===== config.mk =====
export PLATFORM = sky130hd
export DESIGN_NAME = udt_timer
export DESIGN_NICKNAME = d
export VERILOG_FILES = /design/src/rtl/udt_pkg.sv /design/src/rtl/udt_timer.sv
export VERILOG_INCLUDE_DIRS = /design/src /design/src/rtl
export SDC_FILE = /design/constraint.sdc
export NUM_CORES = 1
export LEC_CHECK = 0
export BUFFER_PORTS_ARGS = -buffer_cell sky130_fd_sc_hd__buf_2
export CAP_MARGIN = 25
export CORE_ASPECT_RATIO = 0.7
export CORE_MARGIN = 3
export CORE_UTILIZATION = 46
export CTS_CLUSTER_DIAMETER = 80
export DETAILED_ROUTE_END_ITERATION = 16
export GPL_TIMING_DRIVEN = 0
export PLACE_DENSITY = 0.76
export SYNTH_ARGS = -nofsm -noshare
export SYNTH_HDL_FRONTEND = slang
export SYNTH_SLANG_ARGS = --single-unit

===== constraint.sdc =====
create_clock -name core_clk_i -period 2.44 [get_ports core_clk_i]
set_input_delay 0.488 -clock core_clk_i [delete_from_list [all_inputs] [get_ports core_clk_i]]
set_output_delay 0.488 -clock core_clk_i [all_outputs]
set_load 0.02 [all_outputs]

===== src/rtl/udt_consts.svh =====
// constants for the up/down reload timer: offsets, fields, reset values
// assumes a 32-bit AXI4-Lite slave with one aligned word per register
`ifndef UDT_CONSTS_SVH
`define UDT_CONSTS_SVH
// register byte offsets
`define UDT_OFS_MODE 4'h0
`define UDT_OFS_COUNT 4'h4
`define UDT_OFS_STATUS 4'h8
`define UDT_OFS_MASK 4'hC
// mode register fields
`define UDT_BIT_RELOAD 7
`define UDT_BIT_HWDIR 6
`define UDT_BIT_SWDIR 5
`define UDT_CSEL_MSB 2
`define UDT_CSEL_LSB 0
`define UDT_MODE_WMASK 8'hE7
`define UDT_MODE_RSVD 8'h18
// reset values
`define UDT_MODE_RST 8'h18
`define UDT_COUNT_RST 8'h00
`define UDT_RELOAD_RST 8'h00
// counter limits
`define UDT_TOP 8'hFF
`define UDT_BOTTOM 8'h00
// number of system prescaler taps
`define UDT_NTAPS 6
// bus responses
`define UDT_RESP_OK 2'h0
`define UDT_RESP_ERR 2'h2
`endif


===== src/rtl/udt_pkg.sv =====
// types for the up/down reload timer
// assumes udt_consts.svh supplies the numeric constants
package udt_pkg;
  // counter clock source codes
  typedef enum logic [2:0] {
    UDT_CS_DIV8192 = 3'b000,
    UDT_CS_DIV2048 = 3'b001,
    UDT_CS_DIV512 = 3'b010,
    UDT_CS_DIV64 = 3'b011,
    UDT_CS_DIV16 = 3'b100,
    UDT_CS_DIV4 = 3'b101,
    UDT_CS_SUB4 = 3'b110,
    UDT_CS_EVENT = 3'b111
  } udt_clksel_t;
  // register selected by a bus address
  typedef enum logic [2:0] {
    UDT_REG_MODE = 3'b000,
    UDT_REG_COUNT = 3'b001,
    UDT_REG_STATUS = 3'b010,
    UDT_REG_MASK = 3'b011,
    UDT_REG_NONE = 3'b100
  } udt_reg_t;
endpackage


===== src/rtl/udt_timer.sv =====
// 8-bit up/down interval and auto-reload timer with AXI4-Lite registers
// assumes prescaler taps arrive as square waves from an outside divider
`timescale 1ns/1ps
`include "udt_consts.svh"
module udt_timer
  import udt_pkg::*;
(
  // clock and reset
  input wire logic core_clk_i,
  input wire logic resetn_i,
  // write address channel
  input wire logic s_axi_awvalid,
  output logic s_axi_awready,
  input wire logic [3:0] s_axi_awaddr,
  // write data channel
  input wire logic s_axi_wvalid,
  output logic s_axi_wready,
  input wire logic [31:0] s_axi_wdata,
  input wire logic [3:0] s_axi_wstrb,
  // write response channel
  output logic s_axi_bvalid,
  input wire logic s_axi_bready,
  output logic [1:0] s_axi_bresp,
  // read address channel
  input wire logic s_axi_arvalid,
  output logic s_axi_arready,
  input wire logic [3:0] s_axi_araddr,
  // read data channel
  output logic s_axi_rvalid,
  input wire logic s_axi_rready,
  output logic [31:0] s_axi_rdata,
  output logic [1:0] s_axi_rresp,
  // clock sources
  input wire logic [5:0] presc_tap_i,
  input wire logic sub_clk_div4_i,
  // pins and outside controls
  input wire logic event_input_pin_i,
  input wire logic event_edge_select_i,
  input wire logic up_down_pin_i,
  input wire logic sub_mode_i,
  // interrupt
  output logic irq_o
);

  // shared decode for read and write addresses
  function automatic udt_reg_t addr_sel(input logic [3:0] a);
    udt_reg_t r;
    r = UDT_REG_NONE;
    if (a == `UDT_OFS_MODE)
      r = UDT_REG_MODE;
    else if (a == `UDT_OFS_COUNT)
      r = UDT_REG_COUNT;
    else if (a == `UDT_OFS_STATUS)
      r = UDT_REG_STATUS;
    else if (a == `UDT_OFS_MASK)
      r = UDT_REG_MASK;
    return r;
  endfunction

  logic [7:0] mode;
  logic [7:0] count_value;
  logic [7:0] reload_value;
  logic timer_irq_flag;
  logic timer_irq_enable;
  logic aw_held;
  logic w_held;
  logic [3:0] aw_addr;
  logic [31:0] w_data;
  logic [3:0] w_strb;
  logic do_wr;
  logic do_rd;
  udt_reg_t wr_reg;
  udt_reg_t rd_reg;
  logic cnt_wr;
  logic [5:0] tap_q;
  logic [5:0] tap_rise;
  logic ev_s1;
  logic ev_s2;
  logic ev_s3;
  logic sub_s1;
  logic sub_s2;
  logic sub_s3;
  logic ev_edge;
  logic sub_rise;
  logic [1:0] sync_fill;
  udt_clksel_t csel;
  logic tick;
  logic step;
  logic count_down;
  logic at_limit;
  logic wrap;
  logic [7:0] next_count;

  // write channel: address and data taken in either order
  assign s_axi_awready = !aw_held;
  assign s_axi_wready = !w_held;
  assign do_wr = aw_held && w_held && !s_axi_bvalid;
  assign wr_reg = addr_sel(aw_addr);

  always_ff @(posedge core_clk_i)
  begin
    if (!resetn_i)
    begin
      aw_held <= 1'b0;
      aw_addr <= 4'h0;
    end
    else if (s_axi_awvalid && !aw_held)
    begin
      aw_held <= 1'b1;
      aw_addr <= s_axi_awaddr;
    end
    else if (do_wr)
      aw_held <= 1'b0;
  end

  always_ff @(posedge core_clk_i)
  begin
    if (!resetn_i)
    begin
      w_held <= 1'b0;
      w_data <= 32'h0000_0000;
      w_strb <= 4'h0;
    end
    else if (s_axi_wvalid && !w_held)
    begin
      w_held <= 1'b1;
      w_data <= s_axi_wdata;
      w_strb <= s_axi_wstrb;
    end
    else if (do_wr)
      w_held <= 1'b0;
  end

  // response one cycle after both halves are in
  always_ff @(posedge core_clk_i)
  begin
    if (!resetn_i)
    begin
      s_axi_bvalid <= 1'b0;
      s_axi_bresp <= `UDT_RESP_OK;
    end
    else if (do_wr)
    begin
      s_axi_bvalid <= 1'b1;
      s_axi_bresp <= (wr_reg == UDT_REG_NONE) ? `UDT_RESP_ERR : `UDT_RESP_OK;
    end
    else if (s_axi_bready)
      s_axi_bvalid <= 1'b0;
  end

  // mode register; only byte lane 0 carries data
  always_ff @(posedge core_clk_i)
  begin
    if (!resetn_i)
      mode <= `UDT_MODE_RST;
    else if (do_wr && wr_reg == UDT_REG_MODE && w_strb[0])
      mode <= (w_data[7:0] & `UDT_MODE_WMASK) | `UDT_MODE_RSVD;
  end

  // mask register holding the enable bit
  always_ff @(posedge core_clk_i)
  begin
    if (!resetn_i)
      timer_irq_enable <= 1'b0;
    else if (do_wr && wr_reg == UDT_REG_MASK && w_strb[0])
      timer_irq_enable <= w_data[0];
  end

  // reload shares the counter address; writes land here
  assign cnt_wr = do_wr && wr_reg == UDT_REG_COUNT && w_strb[0];

  always_ff @(posedge core_clk_i)
  begin
    if (!resetn_i)
      reload_value <= `UDT_RELOAD_RST;
    else if (cnt_wr)
      reload_value <= w_data[7:0];
  end

  // read channel, data registered one cycle after the address
  assign s_axi_arready = !s_axi_rvalid;
  assign do_rd = s_axi_arvalid && !s_axi_rvalid;
  assign rd_reg = addr_sel(s_axi_araddr);

  always_ff @(posedge core_clk_i)
  begin
    if (!resetn_i)
    begin
      s_axi_rvalid <= 1'b0;
      s_axi_rdata <= 32'h0000_0000;
      s_axi_rresp <= `UDT_RESP_OK;
    end
    else if (do_rd)
    begin
      s_axi_rvalid <= 1'b1;
      s_axi_rresp <= `UDT_RESP_OK;
      if (rd_reg == UDT_REG_MODE)
        s_axi_rdata <= {24'h00_0000, mode | `UDT_MODE_RSVD};
      else if (rd_reg == UDT_REG_COUNT)
        s_axi_rdata <= {24'h00_0000, count_value};
      else if (rd_reg == UDT_REG_STATUS)
        s_axi_rdata <= {31'h0000_0000, timer_irq_flag};
      else if (rd_reg == UDT_REG_MASK)
        s_axi_rdata <= {31'h0000_0000, timer_irq_enable};
      else
      begin
        s_axi_rdata <= 32'h0000_0000;
        s_axi_rresp <= `UDT_RESP_ERR;
      end
    end
    else if (s_axi_rready)
      s_axi_rvalid <= 1'b0;
  end

  // prescaler taps: rising edge of each square wave is one count
  genvar gi;
  generate
    for (gi = 0; gi < `UDT_NTAPS; gi++)
    begin : g_tap
      always_ff @(posedge core_clk_i)
      begin
        if (!resetn_i)
          tap_q[gi] <= 1'b0;
        else
          tap_q[gi] <= presc_tap_i[gi];
      end
      assign tap_rise[gi] = presc_tap_i[gi] && !tap_q[gi] && (sync_fill != 2'b00);
    end
  endgenerate

  // event pin and sub-clock are unrelated to core_clk, so two flops first
  always_ff @(posedge core_clk_i)
  begin
    if (!resetn_i)
    begin
      ev_s1 <= 1'b0;
      ev_s2 <= 1'b0;
      ev_s3 <= 1'b0;
      sub_s1 <= 1'b0;
      sub_s2 <= 1'b0;
      sub_s3 <= 1'b0;
    end
    else
    begin
      ev_s1 <= event_input_pin_i;
      ev_s2 <= ev_s1;
      ev_s3 <= ev_s2;
      sub_s1 <= sub_clk_div4_i;
      sub_s2 <= sub_s1;
      sub_s3 <= sub_s2;
    end
  end

  // edge detectors stay quiet until the chains hold real pin samples,
  // so a pin resting high does not look like an edge just after reset
  always_ff @(posedge core_clk_i)
  begin
    if (!resetn_i)
      sync_fill <= 2'b00;
    else if (sync_fill != 2'b11)
      sync_fill <= sync_fill + 2'b01;
  end

  // edge choice comes from the outside edge-select bit
  assign ev_edge = (sync_fill == 2'b11)
    && (event_edge_select_i ? (ev_s2 && !ev_s3) : (!ev_s2 && ev_s3));
  assign sub_rise = (sync_fill == 2'b11) && sub_s2 && !sub_s3;

  // source select; sub-clock mode keeps only the sub-clock and event sources
  assign csel = udt_clksel_t'(mode[`UDT_CSEL_MSB:`UDT_CSEL_LSB]);

  always_comb
  begin
    tick = 1'b0;
    case (csel)
      UDT_CS_SUB4: tick = sub_rise;
      UDT_CS_EVENT: tick = ev_edge;
      default: tick = tap_rise[csel] && !sub_mode_i;
    endcase
  end

  // direction: pin overrides the software bit when selected
  assign count_down = mode[`UDT_BIT_HWDIR] ? up_down_pin_i : mode[`UDT_BIT_SWDIR];

  // a reload write in the same cycle beats the count step
  assign step = tick && !cnt_wr;
  assign at_limit = count_down ? (count_value == `UDT_BOTTOM) : (count_value == `UDT_TOP);
  assign wrap = step && at_limit;

  always_comb
  begin
    next_count = count_value;
    if (cnt_wr)
      next_count = w_data[7:0];
    else if (wrap && mode[`UDT_BIT_RELOAD])
      next_count = reload_value;
    else if (wrap)
      next_count = count_down ? `UDT_TOP : `UDT_BOTTOM;
    else if (step)
      next_count = count_down ? count_value - 8'h01 : count_value + 8'h01;
  end

  always_ff @(posedge core_clk_i)
  begin
    if (!resetn_i)
      count_value <= `UDT_COUNT_RST;
    else
      count_value <= next_count;
  end

  // sticky flag: a wrap wins over the clear-on-read
  always_ff @(posedge core_clk_i)
  begin
    if (!resetn_i)
      timer_irq_flag <= 1'b0;
    else if (wrap)
      timer_irq_flag <= 1'b1;
    else if (do_rd && rd_reg == UDT_REG_STATUS)
      timer_irq_flag <= 1'b0;
  end

  // level interrupt, gated by the enable
  assign irq_o = timer_irq_flag && timer_irq_enable;
endmodule

==> metrics.md <==
| Metric | Value |
|---|---|
| Worst-case clock buffer depth | `2` |
| First-pass DRT Iterations | `5` |
| Port Buf Inserts | `50` |
| Sum Neg Setup Slack | `0 ns` |
| CTS tree | `yes` |
| Area growth syn-to-layout | `21.86%` |
| Layout cells sized above 1 | `23.96%` |
| Synth warn | `0` |
| Post-Syn Area | `0.003302 mm2` |
| Cell variety after synth | `56` |
| Hold path depth | `2` |
| RR Startpoint | `mode[6]$_SDFFE_PN0P_` |
| RR Endpoint | `count_value[6]$_SDFFE_PN0P_` |
| WHS Endpoint | `s_axi_rvalid$_SDFFE_PN0P_` |
| CTS H-Tree Depth | `3` |
| Die area | `0.008247 mm2` |
| Clk pin slew, worst setup/hold paths | `0.07 ns` |
| Synthesized instance count | `386` |
| Synth Register Bits | `65` |
| Hold Startpoint | `s_axi_rready` |
| Asr flop ratio synth | `0%` |
| Worst Setup SP | `mode[6]$_SDFFE_PN0P_` |
| Sequential share of the synthesized area | `39.41%` |
| Nets | `547` |
| Max-cap violation count | `0` |
| Worst-Skew Late Latency | `0.34 ns` |
| Residual DRC | `0` |
| Root Driver | `clkbuf_8` |
| RSZ-0062 raised after global routing | `false` |
| Row count | `25` |
| CORE AREA | `0.006850 mm2` |
| CP Capture Type | `flip-flop` |
| Drt total wl | `7.875 mm` |
| Hold crit path type | `input port to flip-flop` |
| Max Clock Skew | `0.003939 ns` |
| Routed wire per std cell | `13.72 um` |
| EDFF count, synth | `0` |
| Largest net degree at the start of global routing | `11` |
| Critical Path AT | `2.48 ns` |
| Run status | `complete, no violations` |
| Max rail drop VDD | `0.4194 mV` |
| Vias/cell | `5.066` |
| DP HPWL | `5.912 mm` |
| Final hold violation count | `0` |
| Leakage power | `1.783 nW` |
| I/O Pins | `104` |
| Hold_ws | `0.3367 ns` |
| Final worst path period share | `93.33%` |
| Initial antenna violation count | `0` |
| Critical Path Source Type | `flip-flop` |
| Synthesized area per cell | `8.554 um2` |
| Inserted Diodes | `0` |
| Die X | `107.3 um` |
| Fmax | `0.4391 GHz` |
| TritonCTS buffer count | `9` |
| Die Y-Extent | `76.89 um` |
| First-pass GRT wire length | `12.87 mm` |
| Pins over their slew limit | `0` |
| Antenna viol nets, final | `0` |
| Number of vias in the routed layout | `2908` |
| Power Dens Cells | `597.1 mW/mm2` |
| Register-to-register path setup slack | `0.16 ns` |
| Setup Crit Path Kind | `flip-flop to flip-flop` |
| CTS sink cnt | `65` |
| Register area | `0.001304 mm2` |
| Starting DRT DRC Count | `169` |
| Initial core utilization | `48.20%` |
| Fillers | `621` |
| Final setup fails | `0` |
| Area taken by multi-input logic gates | `0.001752 mm2` |
| Crit Path Max Fanout | `5` |
| Overflow after GRT | `0` |
| Final Critical Period | `2.277 ns` |
| Required time worst endpoint | `2.64 ns` |
| Number of global-route vias before repair | `2680` |
| Reg2Reg Depth | `10` |
| Total GRT Usage | `19.55%` |
| Top_reg_cell synth | `dfxtp_1` |
| Placer Congestion | `0.9204` |
==> where the power goes <==
part / switching (W) / internal (W) / leakage (nW)
Sequential: 0.0000420 / 0.00111 / 0.533
Clock: 0.000388 / 0.000519 / 0.102
Combinational: 0.000200 / 0.000140 / 1.15
Total: 0.000630 / 0.00177 / 1.78
==> metrics by stage <==
| step | worst slack [ns] | total power, W | utilization (%) | instances | area [um2] |
|---|---|---|---|---|---|
| 2_1_floorplan | 0.1226 | 0.001410 | - | 411 | 3396 |
| 3_3_place_gp | -0.1910 | 0.001498 | 54.94 | 555 | 3764 |
| 3_5_place_dp | -0.1969 | 0.001510 | 55.01 | 556 | 3769 |
| 4_1_cts | 0.01426 | 0.002411 | 57.99 | 572 | 3973 |
| 5_1_grt | 0.005294 | 0.002515 | 58.74 | 574 | 4024 |
| 6_report | 0.1628 | 0.002403 | 58.74 | 574 | 4024 |
==> cells in the mapped netlist (all sizes together), types with 2 or more instances <==
master / n / area, um2
a32oi: 3 / 26.28
nor3: 8 / 56.31
mux2: 2 / 22.52
nand4: 6 / 52.55
and2: 13 / 81.33
nor4: 2 / 12.51
o32ai: 2 / 17.52
nand2b: 5 / 31.28
o21ai: 12 / 60.06
a21boi: 4 / 30.03
nand3: 5 / 30.03
a221oi: 2 / 17.52
a21oi: 28 / 140.1
a22oi: 5 / 37.54
buf: 30 / 232.7
nand2: 48 / 180.2
dfxtp: 65 / 1301
ha: 8 / 100.1
clkbuf: 13 / 78.83
nor2: 43 / 168.9
o21a: 3 / 22.52
inv: 17 / 66.32
a211oi: 9 / 67.56
a31oi: 2 / 12.51
or3: 3 / 20.02
o31ai: 4 / 30.03
mux2i: 14 / 152.6
and3b: 2 / 17.52
a21o: 2 / 15.01
nor2b: 6 / 37.54
xor2: 4 / 35.03
o22ai: 4 / 25.02
==> timing repair <==
item                       CTS  global route
hold buffers                 0             0
buffers inserted             1             2
pin swaps                    0             2
gates resized for setup      1             5
setup endpoints to repair    2             6
==> layer usage <==
metal | routed length (um) | global-route usage [%]
met5 | 0 | 0
met3 | 593 | 4.962
met2 | 3487 | 29.28
met4 | 52 | 5.109
met1 | 3742 | 27.93
==> layout make-up <==
type,instances,area share [%]
Multi-Input combinational cell,286,43.53
Sequential cell,65,32.40
Buffer,43,7.743
Timing Repair Buffer,54,6.903
Clock buffer,12,3.856
Tap cell,94,2.923
Inverter,17,1.648
Clock inverter,3,0.9950
==> cells by family (layout without fill, tap and decap cells) <==
| kind of cell | Yosys count | in the layout | share of synthesized area (%) |
|---|---|---|---|
| xor gates and xnor gates | 5 | 5 | 1.326 |
| other | 1 | 26 | 0.1136 |
| muxes | 16 | 16 | 5.305 |
| buffers and inverters | 60 | 129 | 11.44 |
| DFF | 65 | 65 | 39.41 |
| AOI/OAI and AO/OA | 85 | 85 | 16.98 |
| and+or+nand+nor | 145 | 145 | 21.79 |
| adders and majority gates | 9 | 9 | 3.638 |
==> cells in the final DEF (no fill, tap or decap), types with 4 or more instances in the layout <==
| master | n |
|---|---|
| a22oi_1 | 5 |
| nor2b_1 | 6 |
| buf_4 | 29 |
| o22ai_1 | 4 |
| ha_1 | 6 |
| a21oi_1 | 28 |
| a211oi_1 | 8 |
| o21ai_0 | 12 |
| clkbuf_1 | 11 |
| nand3_1 | 4 |
| xor2_1 | 4 |
| and2_1 | 13 |
| clkbuf_8 | 14 |
| dfxtp_1 | 63 |
| nor3_1 | 6 |
| nand2b_1 | 5 |
| nand4_1 | 5 |
| inv_1 | 16 |
| mux2i_1 | 13 |
| buf_2 | 51 |
| nor2_1 | 42 |
| conb_1 | 26 |
| nand2_1 | 48 |
==> how the worst max path moves through the flow <==
stage	end	slack, ns
global route	count_value[6]$_SDFFE_PN0P_	0.005
detailed placement	count_value[7]$_SDFFE_PN0P_	-0.20
finish	count_value[6]$_SDFFE_PN0P_	0.16
CTS	count_value[2]$_SDFFE_PN0P_	0.01
global placement	count_value[7]$_SDFFE_PN0P_	-0.19
floorplan	count_value[7]$_SDFFE_PN0P_	0.12
==> registers in the layout, summed over array words and instances (netlist names), 2 cells and up <==
| name | cells |
|---|---|
| mode | 6 |
| count_value | 8 |
| sync_fill | 2 |
| reload_value | 8 |
| s_axi_rdata | 8 |
| aw_addr | 4 |
| tap_q | 6 |
| w_data | 8 |
==> critical path, stage by stage, from the launching register on <==
cell      delay, ns
dfxtp_2        0.35
mux2i_4        0.20
buf_4          0.17
fa_1           0.41
nor2b_1        0.14
o21a_1         0.13
o21a_1         0.16
mux2i_1        0.19
nand2_1        0.08
a32oi_1        0.17
o221ai_1       0.14
(Power assumes the default switching activity.)
